### src/hw/pswl_regs.vh
// Constants of the synthesizer serial word loader: register offsets,
// field positions, reset values and timing figures.
// Assumes inclusion by bare name from the design files.
//
// Summary of operation
// - Transmit enabled when transmit select is low and receive select high.
// - Receive enabled when receive select is low and transmit select high.
// - Lock indicator high while synthesizer locked, low while unlocked; the code holds it low while the lock function bit is set.
// - Each serial clock rising edge shifts the data bit into 19 bits.
// - Load strobe after shifting copies the shift register into a latch.
// - Last shifted control bit picks reference or programmable latch.
// - Reference divider is 14 bits, range 3 through 16383.
// - Programmable divider is 11 bits, range 3 through 2047.
// - Swallow count is 7 bits, below the programmable divider value.
// - Prescaler ratio is either 64 or 128.
`ifndef PSWL_REGS_VH
`define PSWL_REGS_VH

// ************************************************************
// Register offsets (byte addresses)
// ************************************************************
`define PSWL_ADDR_STATUS   8'h00
`define PSWL_ADDR_REFWORD  8'h04
`define PSWL_ADDR_PROGWORD 8'h08
`define PSWL_ADDR_ERROR    8'h0c
`define PSWL_ADDR_CTRL     8'h10
`define PSWL_ADDR_DIVTOTAL 8'h14

// ************************************************************
// Serial word layout, bit 0 is the last bit shifted in
// ************************************************************
`define PSWL_WORD_BITS     19
`define PSWL_BIT_TARGET    0
`define PSWL_BIT_PUMP      18
`define PSWL_BIT_LOCKFN    17
`define PSWL_BIT_PHASE     16
`define PSWL_BIT_PRESCALE  15
`define PSWL_REF_MSB       14
`define PSWL_REF_LSB       1
`define PSWL_PROG_MSB      18
`define PSWL_PROG_LSB      8
`define PSWL_SWAL_MSB      7
`define PSWL_SWAL_LSB      1
`define PSWL_DIV_MIN       3
`define PSWL_PRESCALE_LO   64
`define PSWL_PRESCALE_HI   128

// ************************************************************
// Control and error fields, reset values
// ************************************************************
`define PSWL_CTRL_LOAD_EN  0
`define PSWL_CTRL_RF_OFF   1
`define PSWL_CTRL_RESET    2'h1
`define PSWL_ERR_BAD_REF   0
`define PSWL_ERR_BAD_PROG  1
`define PSWL_ERR_TX_LOAD   2
`define PSWL_ERR_SHORT     3
`define PSWL_ERR_LONG      4
`define PSWL_ERR_BITS      5

// ************************************************************
// Timing
// ************************************************************
`define PSWL_CLK_NS        10
`define PSWL_PULSE_MIN_NS  100000
`define PSWL_PULSE_MAX_NS  15000000

`endif

### src/hw/pswl_sync.v
// Two-stage synchroniser for a group of pin inputs.
// Assumes asynchronous inputs and one destination clock.
`timescale 1ns/10ps
`default_nettype none
module pswl_sync #(
  parameter                WIDTH     = 1,
  parameter [WIDTH-1:0]    RESET_VAL = {WIDTH{1'b0}}
) (
  input  wire              clk,
  input  wire              rst_n,
  input  wire [WIDTH-1:0]  async_in,
  output wire [WIDTH-1:0]  sync_out
);
  genvar i;
  generate
    for (i = 0; i < WIDTH; i = i + 1) begin : g_bit
      // Only the second stage feeds logic; the first may be metastable
      reg stage1;
      reg stage2;
      always @(posedge clk or negedge rst_n) begin
        if (!rst_n) begin
          stage1 <= RESET_VAL[i];
          stage2 <= RESET_VAL[i];
        end else begin
          stage1 <= async_in[i];
          stage2 <= stage1;
        end
      end
      assign sync_out[i] = stage2;
    end
  endgenerate
endmodule
`default_nettype wire

### src/hw/pswl_top.v
// Serial word loader of the synthesizer with transmit/receive select
// and lock indicator, plus an APB register view.
// Assumes pins arrive asynchronously and the serial clock is far slower
// than pclk, so its edges are found by sampling.
// Limitation: a serial clock phase shorter than one pclk period can be
// lost, and loads are refused while the control load enable is clear.
//
// The implementer's own choices: the address map and the APB interface to the registers.
`timescale 1ns/10ps
`default_nettype none
`include "pswl_regs.vh"
module pswl_top #(
  parameter         WORD_BITS     = `PSWL_WORD_BITS,
  parameter integer PULSE_MIN_CYC =
    (`PSWL_PULSE_MIN_NS + `PSWL_CLK_NS - 1) / `PSWL_CLK_NS,
  parameter integer PULSE_MAX_CYC = `PSWL_PULSE_MAX_NS / `PSWL_CLK_NS,
  parameter         CNT_W         = 22
) (
  input  wire        pclk,
  input  wire        presetn,
  input  wire        psel,
  input  wire        penable,
  input  wire        pwrite,
  input  wire [7:0]  paddr,
  input  wire [31:0] pwdata,
  output reg  [31:0] prdata,
  output reg         pready,
  output reg         pslverr,
  input  wire        serial_clock,
  input  wire        serial_data,
  input  wire        load_strobe,
  input  wire        transmit_enable_n,
  input  wire        receive_enable_n,
  input  wire        tx_bitstream_in,
  input  wire        synth_locked,
  output reg         tx_enable,
  output reg         rx_enable,
  output reg         tx_mod_data,
  output reg         lock_indicator
);

  // ************************************************************
  // Pin synchronisers
  // ************************************************************
  // Every pin passes two flops; select pins reset high, their idle level,
  // so neither enable can blip on while reset is released.
  wire [6:0] pin_sync;

  pswl_sync #(
    .WIDTH     (7),
    .RESET_VAL (7'h18)
  ) u_sync (
    .clk      (pclk),
    .rst_n    (presetn),
    .async_in ({synth_locked,
                tx_bitstream_in,
                receive_enable_n,
                transmit_enable_n,
                load_strobe,
                serial_data,
                serial_clock}),
    .sync_out (pin_sync)
  );

  wire s_clk    = pin_sync[0];
  wire s_data   = pin_sync[1];
  wire s_load   = pin_sync[2];
  wire s_tx_n   = pin_sync[3];
  wire s_rx_n   = pin_sync[4];
  wire s_txbit  = pin_sync[5];
  wire s_locked = pin_sync[6];

  // ************************************************************
  // Edge detection on synchronised pins
  // ************************************************************
  // Reset values equal the idle pin levels, so reset makes no false edge
  reg clk_prev;
  reg load_prev;
  reg txbit_prev;

  always @(posedge pclk or negedge presetn) begin
    if (!presetn) begin
      clk_prev   <= 1'b0;
      load_prev  <= 1'b0;
      txbit_prev <= 1'b0;
    end else begin
      clk_prev   <= s_clk;
      load_prev  <= s_load;
      txbit_prev <= s_txbit;
    end
  end

  wire clk_rise   = s_clk & ~clk_prev;
  wire load_rise  = s_load & ~load_prev;
  // Both levels of the transmit data are timed, so either edge counts
  wire txbit_edge = s_txbit ^ txbit_prev;

  // ************************************************************
  // Registers and helpers
  // ************************************************************
  reg [WORD_BITS-1:0] shift_word;
  reg [13:0]          ref_div;
  reg                 pump_sel;
  reg                 lock_fn;
  reg                 phase_sense;
  reg                 prescale_sel;
  reg [10:0]          prog_div;
  reg [6:0]           swallow;
  reg                 ref_loaded;
  reg                 prog_loaded;
  reg [1:0]           ctrl;
  reg [`PSWL_ERR_BITS-1:0] err;
  reg [CNT_W-1:0]     pulse_cnt;
  reg                 long_seen;

  // Divider words are checked on load only, before they reach a latch
  function ref_ok;
    input [WORD_BITS-1:0] w;
    begin
      ref_ok = (w[`PSWL_REF_MSB:`PSWL_REF_LSB] >= 14'd`PSWL_DIV_MIN);
    end
  endfunction

  // The swallow count must stay below the divider for the count to work
  function prog_ok;
    input [WORD_BITS-1:0] w;
    reg [10:0] n;
    begin
      n       = w[`PSWL_PROG_MSB:`PSWL_PROG_LSB];
      prog_ok = (n >= 11'd`PSWL_DIV_MIN) &&
                ({4'h0, w[`PSWL_SWAL_MSB:`PSWL_SWAL_LSB]} < n);
    end
  endfunction

  wire load_en   = ctrl[`PSWL_CTRL_LOAD_EN];
  wire rf_off    = ctrl[`PSWL_CTRL_RF_OFF];
  wire do_load   = load_rise & load_en;
  wire to_ref    = shift_word[`PSWL_BIT_TARGET];
  wire ref_good  = ref_ok(shift_word);
  wire prog_good = prog_ok(shift_word);

  // ************************************************************
  // Serial shift register and latches
  // ************************************************************
  // Word layout, bit 0 is the last bit in and picks the latch:
  //   reference:    pump, lock function, phase sense, prescaler, divider
  //   programmable: divider in 18..8, swallow count in 7..1
  // Bits beyond the word width simply fall off the top.
  always @(posedge pclk or negedge presetn) begin
    if (!presetn) begin
      shift_word <= {WORD_BITS{1'b0}};
    end else if (clk_rise) begin
      shift_word <= {shift_word[WORD_BITS-2:0], s_data};
    end
  end

  always @(posedge pclk or negedge presetn) begin
    if (!presetn) begin
      ref_div      <= 14'h0000;
      pump_sel     <= 1'b0;
      lock_fn      <= 1'b0;
      phase_sense  <= 1'b1;
      prescale_sel <= 1'b0;
      prog_div     <= 11'h000;
      swallow      <= 7'h00;
      ref_loaded   <= 1'b0;
      prog_loaded  <= 1'b0;
    end else if (do_load) begin
      // Out-of-range words are dropped so the old channel stays set
      // A load refused by the control bit is lost, not held for later
      if (to_ref && ref_good) begin
        ref_div      <= shift_word[`PSWL_REF_MSB:`PSWL_REF_LSB];
        pump_sel     <= shift_word[`PSWL_BIT_PUMP];
        lock_fn      <= shift_word[`PSWL_BIT_LOCKFN];
        phase_sense  <= shift_word[`PSWL_BIT_PHASE];
        prescale_sel <= shift_word[`PSWL_BIT_PRESCALE];
        ref_loaded   <= 1'b1;
      end else if (!to_ref && prog_good) begin
        prog_div    <= shift_word[`PSWL_PROG_MSB:`PSWL_PROG_LSB];
        swallow     <= shift_word[`PSWL_SWAL_MSB:`PSWL_SWAL_LSB];
        prog_loaded <= 1'b1;
      end
    end
  end

  // Total division number: prescaler times divider plus swallow
  // Shown to software only, as a check of what the host loaded
  wire [17:0] div_total = prescale_sel ?
    {prog_div, 7'h00} + {11'h000, swallow} :
    {1'b0, prog_div, 6'h00} + {11'h000, swallow};

  // ************************************************************
  // Transmit/receive select and lock output
  // ************************************************************
  always @(posedge pclk or negedge presetn) begin
    if (!presetn) begin
      tx_enable      <= 1'b0;
      rx_enable      <= 1'b0;
      tx_mod_data    <= 1'b0;
      lock_indicator <= 1'b0;
    end else begin
      // Both selects low counts as neither, so the radio never keys up
      // while it still listens
      tx_enable      <= ~s_tx_n & s_rx_n & ~rf_off;
      rx_enable      <= ~s_rx_n & s_tx_n & ~rf_off;
      tx_mod_data    <= tx_enable & s_txbit;
      // The alternate pin function is not built; that setting reads low
      lock_indicator <= s_locked & ~lock_fn;
    end
  end

  // ************************************************************
  // Transmit pulse width monitor
  // ************************************************************
  // Pulses are only timed while transmitting; the first edge after
  // entering transmit is not judged, its start time is unknown.
  reg timing_valid;

  always @(posedge pclk or negedge presetn) begin
    if (!presetn) begin
      pulse_cnt    <= {CNT_W{1'b0}};
      long_seen    <= 1'b0;
      timing_valid <= 1'b0;
    end else if (!tx_enable) begin
      pulse_cnt    <= {CNT_W{1'b0}};
      long_seen    <= 1'b0;
      timing_valid <= 1'b0;
    end else if (txbit_edge) begin
      pulse_cnt    <= {{(CNT_W-1){1'b0}}, 1'b1};
      long_seen    <= 1'b0;
      timing_valid <= 1'b1;
    end else begin
      // Saturate so a stuck level never wraps round into a short one
      if (pulse_cnt != {CNT_W{1'b1}}) begin
        pulse_cnt <= pulse_cnt + {{(CNT_W-1){1'b0}}, 1'b1};
      end
      if (pulse_cnt == PULSE_MAX_CYC[CNT_W-1:0]) begin
        long_seen <= 1'b1;
      end
    end
  end

  // The long flag fires once per level, at the count that reaches the limit
  wire short_evt = tx_enable & txbit_edge & timing_valid &
                   (pulse_cnt < PULSE_MIN_CYC[CNT_W-1:0]);
  wire long_evt  = tx_enable & ~txbit_edge & ~long_seen &
                   (pulse_cnt == PULSE_MAX_CYC[CNT_W-1:0]);

  // ************************************************************
  // APB slave
  // ************************************************************
  wire apb_setup = psel & ~penable;
  wire apb_write = psel & penable & pready & pwrite;
  // Writes land at the access edge, when pready is already high
  wire wr_ctrl   = apb_write & (paddr == `PSWL_ADDR_CTRL);
  wire wr_err    = apb_write & (paddr == `PSWL_ADDR_ERROR);

  function addr_hit;
    input [7:0] a;
    begin
      addr_hit = (a == `PSWL_ADDR_STATUS)   ||
                 (a == `PSWL_ADDR_REFWORD)  ||
                 (a == `PSWL_ADDR_PROGWORD) ||
                 (a == `PSWL_ADDR_ERROR)    ||
                 (a == `PSWL_ADDR_CTRL)     ||
                 (a == `PSWL_ADDR_DIVTOTAL);
    end
  endfunction

  reg [31:0] next_prdata;

  always @* begin
    next_prdata = 32'h0000_0000;
    case (paddr)
      `PSWL_ADDR_STATUS:
        next_prdata = {27'h0, prog_loaded, ref_loaded,
                       rx_enable, tx_enable, lock_indicator};
      `PSWL_ADDR_REFWORD:
        next_prdata = {14'h0, pump_sel, lock_fn, phase_sense,
                       prescale_sel, ref_div};
      `PSWL_ADDR_PROGWORD:
        next_prdata = {13'h0, prog_div, 1'b0, swallow};
      `PSWL_ADDR_ERROR:
        next_prdata = {{(32-`PSWL_ERR_BITS){1'b0}}, err};
      `PSWL_ADDR_CTRL:
        next_prdata = {30'h0, ctrl};
      `PSWL_ADDR_DIVTOTAL:
        next_prdata = {14'h0, div_total};
      default:
        next_prdata = 32'h0000_0000;
    endcase
  end

  // Zero-wait slave: answer is registered in the setup cycle
  // Read data is frozen at setup, so a flag that changes in the access
  // cycle shows on the next read instead.
  always @(posedge pclk or negedge presetn) begin
    if (!presetn) begin
      prdata  <= 32'h0000_0000;
      pready  <= 1'b0;
      pslverr <= 1'b0;
    end else begin
      pready <= apb_setup;
      if (apb_setup) begin
        prdata  <= pwrite ? 32'h0000_0000 : next_prdata;
        pslverr <= ~addr_hit(paddr);
      end else begin
        pslverr <= 1'b0;
      end
    end
  end

  always @(posedge pclk or negedge presetn) begin
    if (!presetn) begin
      ctrl <= `PSWL_CTRL_RESET;
    end else if (wr_ctrl) begin
      ctrl <= pwdata[1:0];
    end
  end

  // ************************************************************
  // Sticky error flags, write one to clear, a new event wins
  // ************************************************************
  wire [`PSWL_ERR_BITS-1:0] err_set;
  wire [`PSWL_ERR_BITS-1:0] err_clr;

  assign err_set[`PSWL_ERR_BAD_REF]  = do_load & to_ref & ~ref_good;
  assign err_set[`PSWL_ERR_BAD_PROG] = do_load & ~to_ref & ~prog_good;
  // Loading a channel while the transmitter runs causes stray emission
  assign err_set[`PSWL_ERR_TX_LOAD]  = do_load & tx_enable;
  assign err_set[`PSWL_ERR_SHORT]    = short_evt;
  assign err_set[`PSWL_ERR_LONG]     = long_evt;
  assign err_clr = wr_err ?
                   pwdata[`PSWL_ERR_BITS-1:0] :
                   {`PSWL_ERR_BITS{1'b0}};

  // Set wins over clear, so an event in the clearing cycle is kept

  always @(posedge pclk or negedge presetn) begin
    if (!presetn) begin
      err <= {`PSWL_ERR_BITS{1'b0}};
    end else begin
      err <= (err & ~err_clr) | err_set;
    end
  end

endmodule
`default_nettype wire

### config.mk
export PLATFORM = sky130hd
export DESIGN_NAME = pswl_top
export DESIGN_NICKNAME = d
export VERILOG_FILES = /design/src/hw/pswl_sync.v /design/src/hw/pswl_top.v
export VERILOG_INCLUDE_DIRS = /design/src /design/src/hw
export SDC_FILE = /design/constraint.sdc
export NUM_CORES = 1
export LEC_CHECK = 0
export BUFFER_PORTS_ARGS = -buffer_cell sky130_fd_sc_hd__buf_2
export CAP_MARGIN = 20
export CELL_PAD_IN_SITES_DETAIL_PLACEMENT = 0
export CELL_PAD_IN_SITES_GLOBAL_PLACEMENT = 1
export CORE_ASPECT_RATIO = 0.5
export CORE_MARGIN = 5
export CORE_UTILIZATION = 41
export CTS_CLUSTER_DIAMETER = 150
export DETAILED_ROUTE_END_ITERATION = 16
export HOLD_SLACK_MARGIN = 0.02
export PLACE_DENSITY_LB_ADDON = 0.3
export SYNTH_ARGS = -nofsm -noshare
export SYNTH_HDL_FRONTEND = slang
export SYNTH_SLANG_ARGS = --single-unit
### constraint.sdc
create_clock -name pclk -period 2 [get_ports pclk]
set_input_delay 0.4 -clock pclk [delete_from_list [all_inputs] [get_ports pclk]]
set_output_delay 0.4 -clock pclk [all_outputs]
set_load 0.01 [all_outputs]
After elaboration in Yosys (flattened, before gate mapping). Cells that the tools add are included.

Register bits after elaboration: 143. Bits in read-only memories: 0. Memories: 0. Bits in latches: 0. RAM bits: 0.

Bitwise gates (word level): 44. Divide/modulo/power cells: 0. Muxes and demuxes: 13. $lt $le $gt $ge: 4. Equal/unequal tests: 10. Reductions and logical operators: 12. Shift-type cells: 0. $add $sub $neg: 3. Multipliers: 0.

Operators by type and width (number): $pmux 19 s6 (1); $mux 22 (3); $mux 32 (1); $and 1x1->1 (26); $add 22x1->22 const B (1); $eq 22x21->1 const B (1); $lt 22x14->1 const B (1); $ne 22x22->1 const B (1); $add 17x7->18 (1); $add 18x7->18 (1); $mux 18 (1); $eq 8x4->1 const B (2); $eq 8x5->1 const B (2); $ge 14x2->1 const B (1); $not 1->1 (14); $ge 11x2->1 const B (1); $lt 7x11->1 (1); $eq 8x3->1 const B (1); $logic_not 8->1 (1); $mux 1 (6); $ne 3x1->1 const B (2); $and 5x5->5 (1); $logic_or 1x1->1 (5); $mux 5 (1); other kinds (8) (10).

Logic depth before layout (Yosys ltp).
Word-level depth: 8. Gate-level depth with buffers: 8.

By module. Synthesis repeated with hierarchy kept, for this count alone.

Cell total of the unflattened synthesis: 592. Area total of the unflattened synthesis: 6302.3 um^2.

By module, submodules not included: pswl_top (seq. area each 2905.3 um^2, area each 5894.4 um^2, cells an instance 571, times used 1); pswl_sync (seq. area each 355.3 um^2, area each 407.9 um^2, cells an instance 21, times used 1).

Least setup slack after synthesis. OpenSTA, ideal clock, no wires.

Path kind: register -> register. Start: register shift_word[13]. End: register prog_div[2]. Arrival: 1.978 ns. Data required time: 1.875 ns. Slack: -0.103 ns. Clock period less this slack: 2.103 ns. Cell stages (with the launch flop): 7. Setup time: 0.125 ns. Path through: dfrtp_1 > or4_1 > a211oi_2 > a211oi_2 > o21ai_4 > buf_8 > mux2_4.

Cells in the longest elaborated chain, start to end: 4. Elaborated cells on any way between the ends: 8. Those cells by class: 3 x order compare; 1 x bitwise; 4 x reduce/logical.

RTL lines: start: declaration (line pswl_top.v:101) `reg [WORD_BITS-1:0] shift_word;`; start signal: assignment (line pswl_top.v:151) `shift_word <= {WORD_BITS{1'b0}};`; start signal: assignment (line pswl_top.v:153) `shift_word <= {shift_word[WORD_BITS-2:0], s_data};`; $ge 14x2->1 (no line), or another cell as far along; $logic_and 1x1->1 (on tied branches) (line pswl_top.v:171, pswl_top.v:130); $not 1->1 (no line) / $logic_and 1x1->1 (equally long branches); $reduce_and 3->1 (no line) (*); end signal: assignment (line pswl_top.v:179) `` prog_div <= shift_word[`PSWL_PROG_MSB:`PSWL_PROG_LSB]; ``; end: declaration (line pswl_top.v:107) `reg [10:0] prog_div;`.

Mark *: on every way between the ends. The rest lies on a longest branch, timed or not. A chain may end at the register's enable or synchronous reset.

Worst setup path after layout.
Start: register shift_word[13]. End: register swallow[3].

Cells in the longest elaborated chain, start to end: 4. Elaborated cells on any way between the ends: 8. Those cells by class: 3 x order compare; 1 x bitwise; 4 x reduce/logical.

RTL lines: $ge 14x2->1 (no line), or another cell as far along; $logic_and 1x1->1 (on tied branches) (line pswl_top.v:171, pswl_top.v:130); $not 1->1 (no line) / $logic_and 1x1->1 (equally long branches); $reduce_and 3->1 (no line) (*); end signal: assignment (line pswl_top.v:180) `` swallow <= shift_word[`PSWL_SWAL_MSB:`PSWL_SWAL_LSB]; ``; end: declaration (line pswl_top.v:108) `reg [6:0] swallow;`.

Marks and branches as above.

==> reports/qor.yml <==
crit_family: "simple AND/OR/NAND/NOR gates"
syn_area_sq_um: 6190
nFillCells: 1293
pwr-share-seq_pct: 39.8
leakage_uw: 0.00361
ant_nets: 0
synthCells: 573
hold_class: "in -> reg"
routed_wirelength_um: 14500
fin_ws_ps: -52.5
status: "finished, violations left"
synth_edf_count: 0
insertion_delay_ps: 410
max_freq_mhz: 487
num_vias: 4680
dp_hpwl_um: 10400
slew_violations: 0
worstPathRequired_ps: 2290
violations: "negative setup slack"
cp_slowest_cell: "or4_4"
irDropWorstVdd_mv: 0.587
root_buffer: "clkbuf_16"
first_global_vias: 4648
yosys.area_share.adder_pct: 2.02
core_sq_um: 14600
io_pins: 90
yosysUniqueCellTypes: 55
die_h_um: 96.9
rsz0062_at_grt: "true"
crit_type: "reg -> reg"
clkTransAtPathRegs_ps: 60
synthTopCellsByArea: "dfrtp_1, mux2_2, nand2_1"
internal-power_uw: 5490
worstMarginPinSlew_ps: 799
cts.path.max_buffers: 2
synth_xor_area_share_pct: 3.25
dieArea_sq_um: 17800
syn_area_per_cell_sq_um: 10.8
vias_per_cell: 5.25
finalHoldViolCount: 0
nets: 743
period_needed_ps: 2050
path_buf_inv: 1
dp_cells: 855
synth_top_area_share_pct: 50.1
die_w_um: 184
grt_pass1_wl_um: 24100
finish.utilization_pct: 53.1
avgRoutedWirePerCell_um: 16.2
post-route-period-util_pct: 103
fin_worst_skew_ps: 8.83
cts_tree: "yes"
multi_input_area_sq_um: 2780
place.gp.congestion: 0.795
p_sw_uw: 1880
path_cells: "or4_4, a211oi_2, a211oi_2, o21ai_4, buf_12, mux2_2"
drive_gt1_share_pct: 30.4
grt_max_degree: 47
register_area_sq_um: 3260
p_comb_share_pct: 15.2
setup_viol: 14
seq_area_frac_synth_pct: 52.7
syn2layout_area_growth_pct: 25.5
post-route-drc-count: 0
synth_top_family_by_area: "simple AND/OR/NAND/NOR gates"
clockPowerShare_pct: 45.1
yosysWarningCount: 0
drt_first_pass_iters: 4
synth_flop_cell: "dfrtp_1"
power_density_nw_per_um2: 949
layout.cells.non_filler: 892
synthSimpleGateAreaFrac_pct: 14.6
async_flop_share_pct: 100
track_usage_pct: 16.7
drt_iter0_drc: 246
start_kind: "register"
synth.area.mux_share_pct: 10.5
diodes: 0
synth_seq_cells: 130
placementRows: 31
grt_antenna_before_repair: 0
end_kind: "register"
crit_arrival_ps: 2340
initial_core_util_pct: 42.3
max_slew_margin_pct: 46.8
clock_sinks: 130
drv_cap: 0
port_buffers: 49
critPathMaxFanout: 9
synth_top_area_cell: "dfrtp_1"
gr-total-overflow: 0
cts_buffers: 17
synth_compound_area_share_pct: 12.8
crit_top_cell: "a211oi_2"
power.share.switching_pct: 25.5
htreeDepth: 4
crit_path_max_incr_delay_ps: 560
==> metrics by stage <==
stage | setup TNS [ps] | hold WS, ps | power, uW | instance area (sq um) | worst slack, ps
after floorplan | -323 | 104 | 3510 | 6240 | -64.5
after global placement | -93.1 | 332 | 3950 | 7030 | -16.7
after detailed placement | -563 | 335 | 3970 | 7030 | -59.4
after CTS | -552 | 70.8 | 7410 | 7700 | -59.6
after global routing | -2300 | 67.3 | 7730 | 7770 | -120
final | -547 | 86.6 | 7370 | 7770 | -52.5
==> Yosys cell counts, drive strengths merged, types with 9 or more instances <==
master / count
mux2i: 9
clkbuf: 19
dfrtp: 124
xnor2: 10
buf: 19
nor3: 14
mux2: 48
nand4: 13
ha: 10
nand3: 22
a22o: 13
a22oi: 13
a21oi: 21
o21ai: 35
inv: 12
nor2: 37
xor2: 13
nand2: 56
==> cell type report <==
class	instances	area share, %
clock buffer	20	5.88
multi-input combinational	405	35.7
inverter	12	0.580
sequential	130	42.0
clock inverter	12	2.32
tap	198	3.19
timing repair buffer	115	10.4
==> placed cells by master, fill, tap and decap left out, types with 4 or more instances in the layout <==
cell type,instances
a21oi_1,20
a22o_1,13
a22oi_1,13
a31oi_1,6
and3_1,7
buf_2,48
buf_4,61
bufinv_16,4
clkbuf_16,18
conb_1,13
dfrtp_1,124
dfstp_2,6
ha_1,8
inv_1,12
mux2_2,40
mux2_4,8
mux2i_1,9
nand2_1,56
nand2b_1,5
nand3_1,20
nand4_1,13
nor2_1,37
nor2b_1,5
nor3_1,13
nor4_1,4
o2111ai_1,6
o21ai_0,32
or3_1,4
or4_1,4
xnor2_1,10
xor2_1,13
==> per-layer routing <==
| metal | GRT usage [%] | vias up | share of wire, % |
|---|---|---|---|
| li1 | - | 2273 | - |
| met1 | 22.8 | 2308 | 48 |
| met2 | 27.0 | 79 | 48 |
| met3 | 3.82 | 20 | 3.1 |
| met4 | 4.32 | 0 | 1.0 |
| met5 | 0 | - | 0 |
==> final timing paths <==
| path | start | end | slack [ps] | depth (start not counted) |
|---|---|---|---|---|
| hold / removal | receive_enable_n | u_sync.g_bit[4].stage1 | 90 | 1 |
| min in group asynchronous | presetn | u_sync.g_bit[5].stage2 | 470 | 2 |
| max in group asynchronous | presetn | prdata[8] | 880 | 3 |
| hold reg to reg | u_sync.g_bit[2].stage1 | u_sync.g_bit[2].stage2 | 340 | 0 |
| setup / recovery | shift_word[13] | swallow[3] | -50 | 6 |
| setup reg to reg | shift_word[13] | swallow[3] | -50 | 6 |
==> kinds of logic (layout without fill, tap and decap cells) <==
logic type      count (synthesis)  in the layout
mux                            57             57
flops                         130            130
other cells                     1             13
fa+ha+maj                      10             10
buf+inv                        50            159
xor+xnor                       23             23
compound gates                118            118
simple gates                  184            184
==> worst register-to-register path, stage by stage, from the launching register on <==
cell      delay (ps)
dfrtp_1          400
or4_4            560
a211oi_2         180
a211oi_2          90
o21ai_4          210
buf_12           170
mux2_2           330
==> power by group through the flow <==
stage          sequential, uW  combinational (uW)  clock (uW)
6_report                 2930                1120        3320
5_1_grt                  2950                1250        3530
4_1_cts                  2930                1090        3390
3_5_place_dp             2970                1000           0
3_3_place_gp             2960                 984           0
2_1_floorplan            2990                 524           0
==> state kept, by name (all words and copies together), names as in the netlist, 2 cells and up <==
register	flops
pulse_cnt	22
prdata	19
shift_word	19
ref_div	14
prog_div	11
swallow	7
u_sync.g_bit.stage1	7
u_sync.g_bit.stage2	7
err	5
ctrl	2
==> what timing repair did <==
item | 4_1_cts | 5_1_grt
gates cloned | 0 | 1
hold buffers | 1 | 0
pin swaps | 1 | 3
hold endpoints to repair | 37 | 0
resized for setup | 6 | 4
endpoints found under the setup margin | 17 | 36
setup buffers | 1 | 2
(Power assumes the default switching activity.)
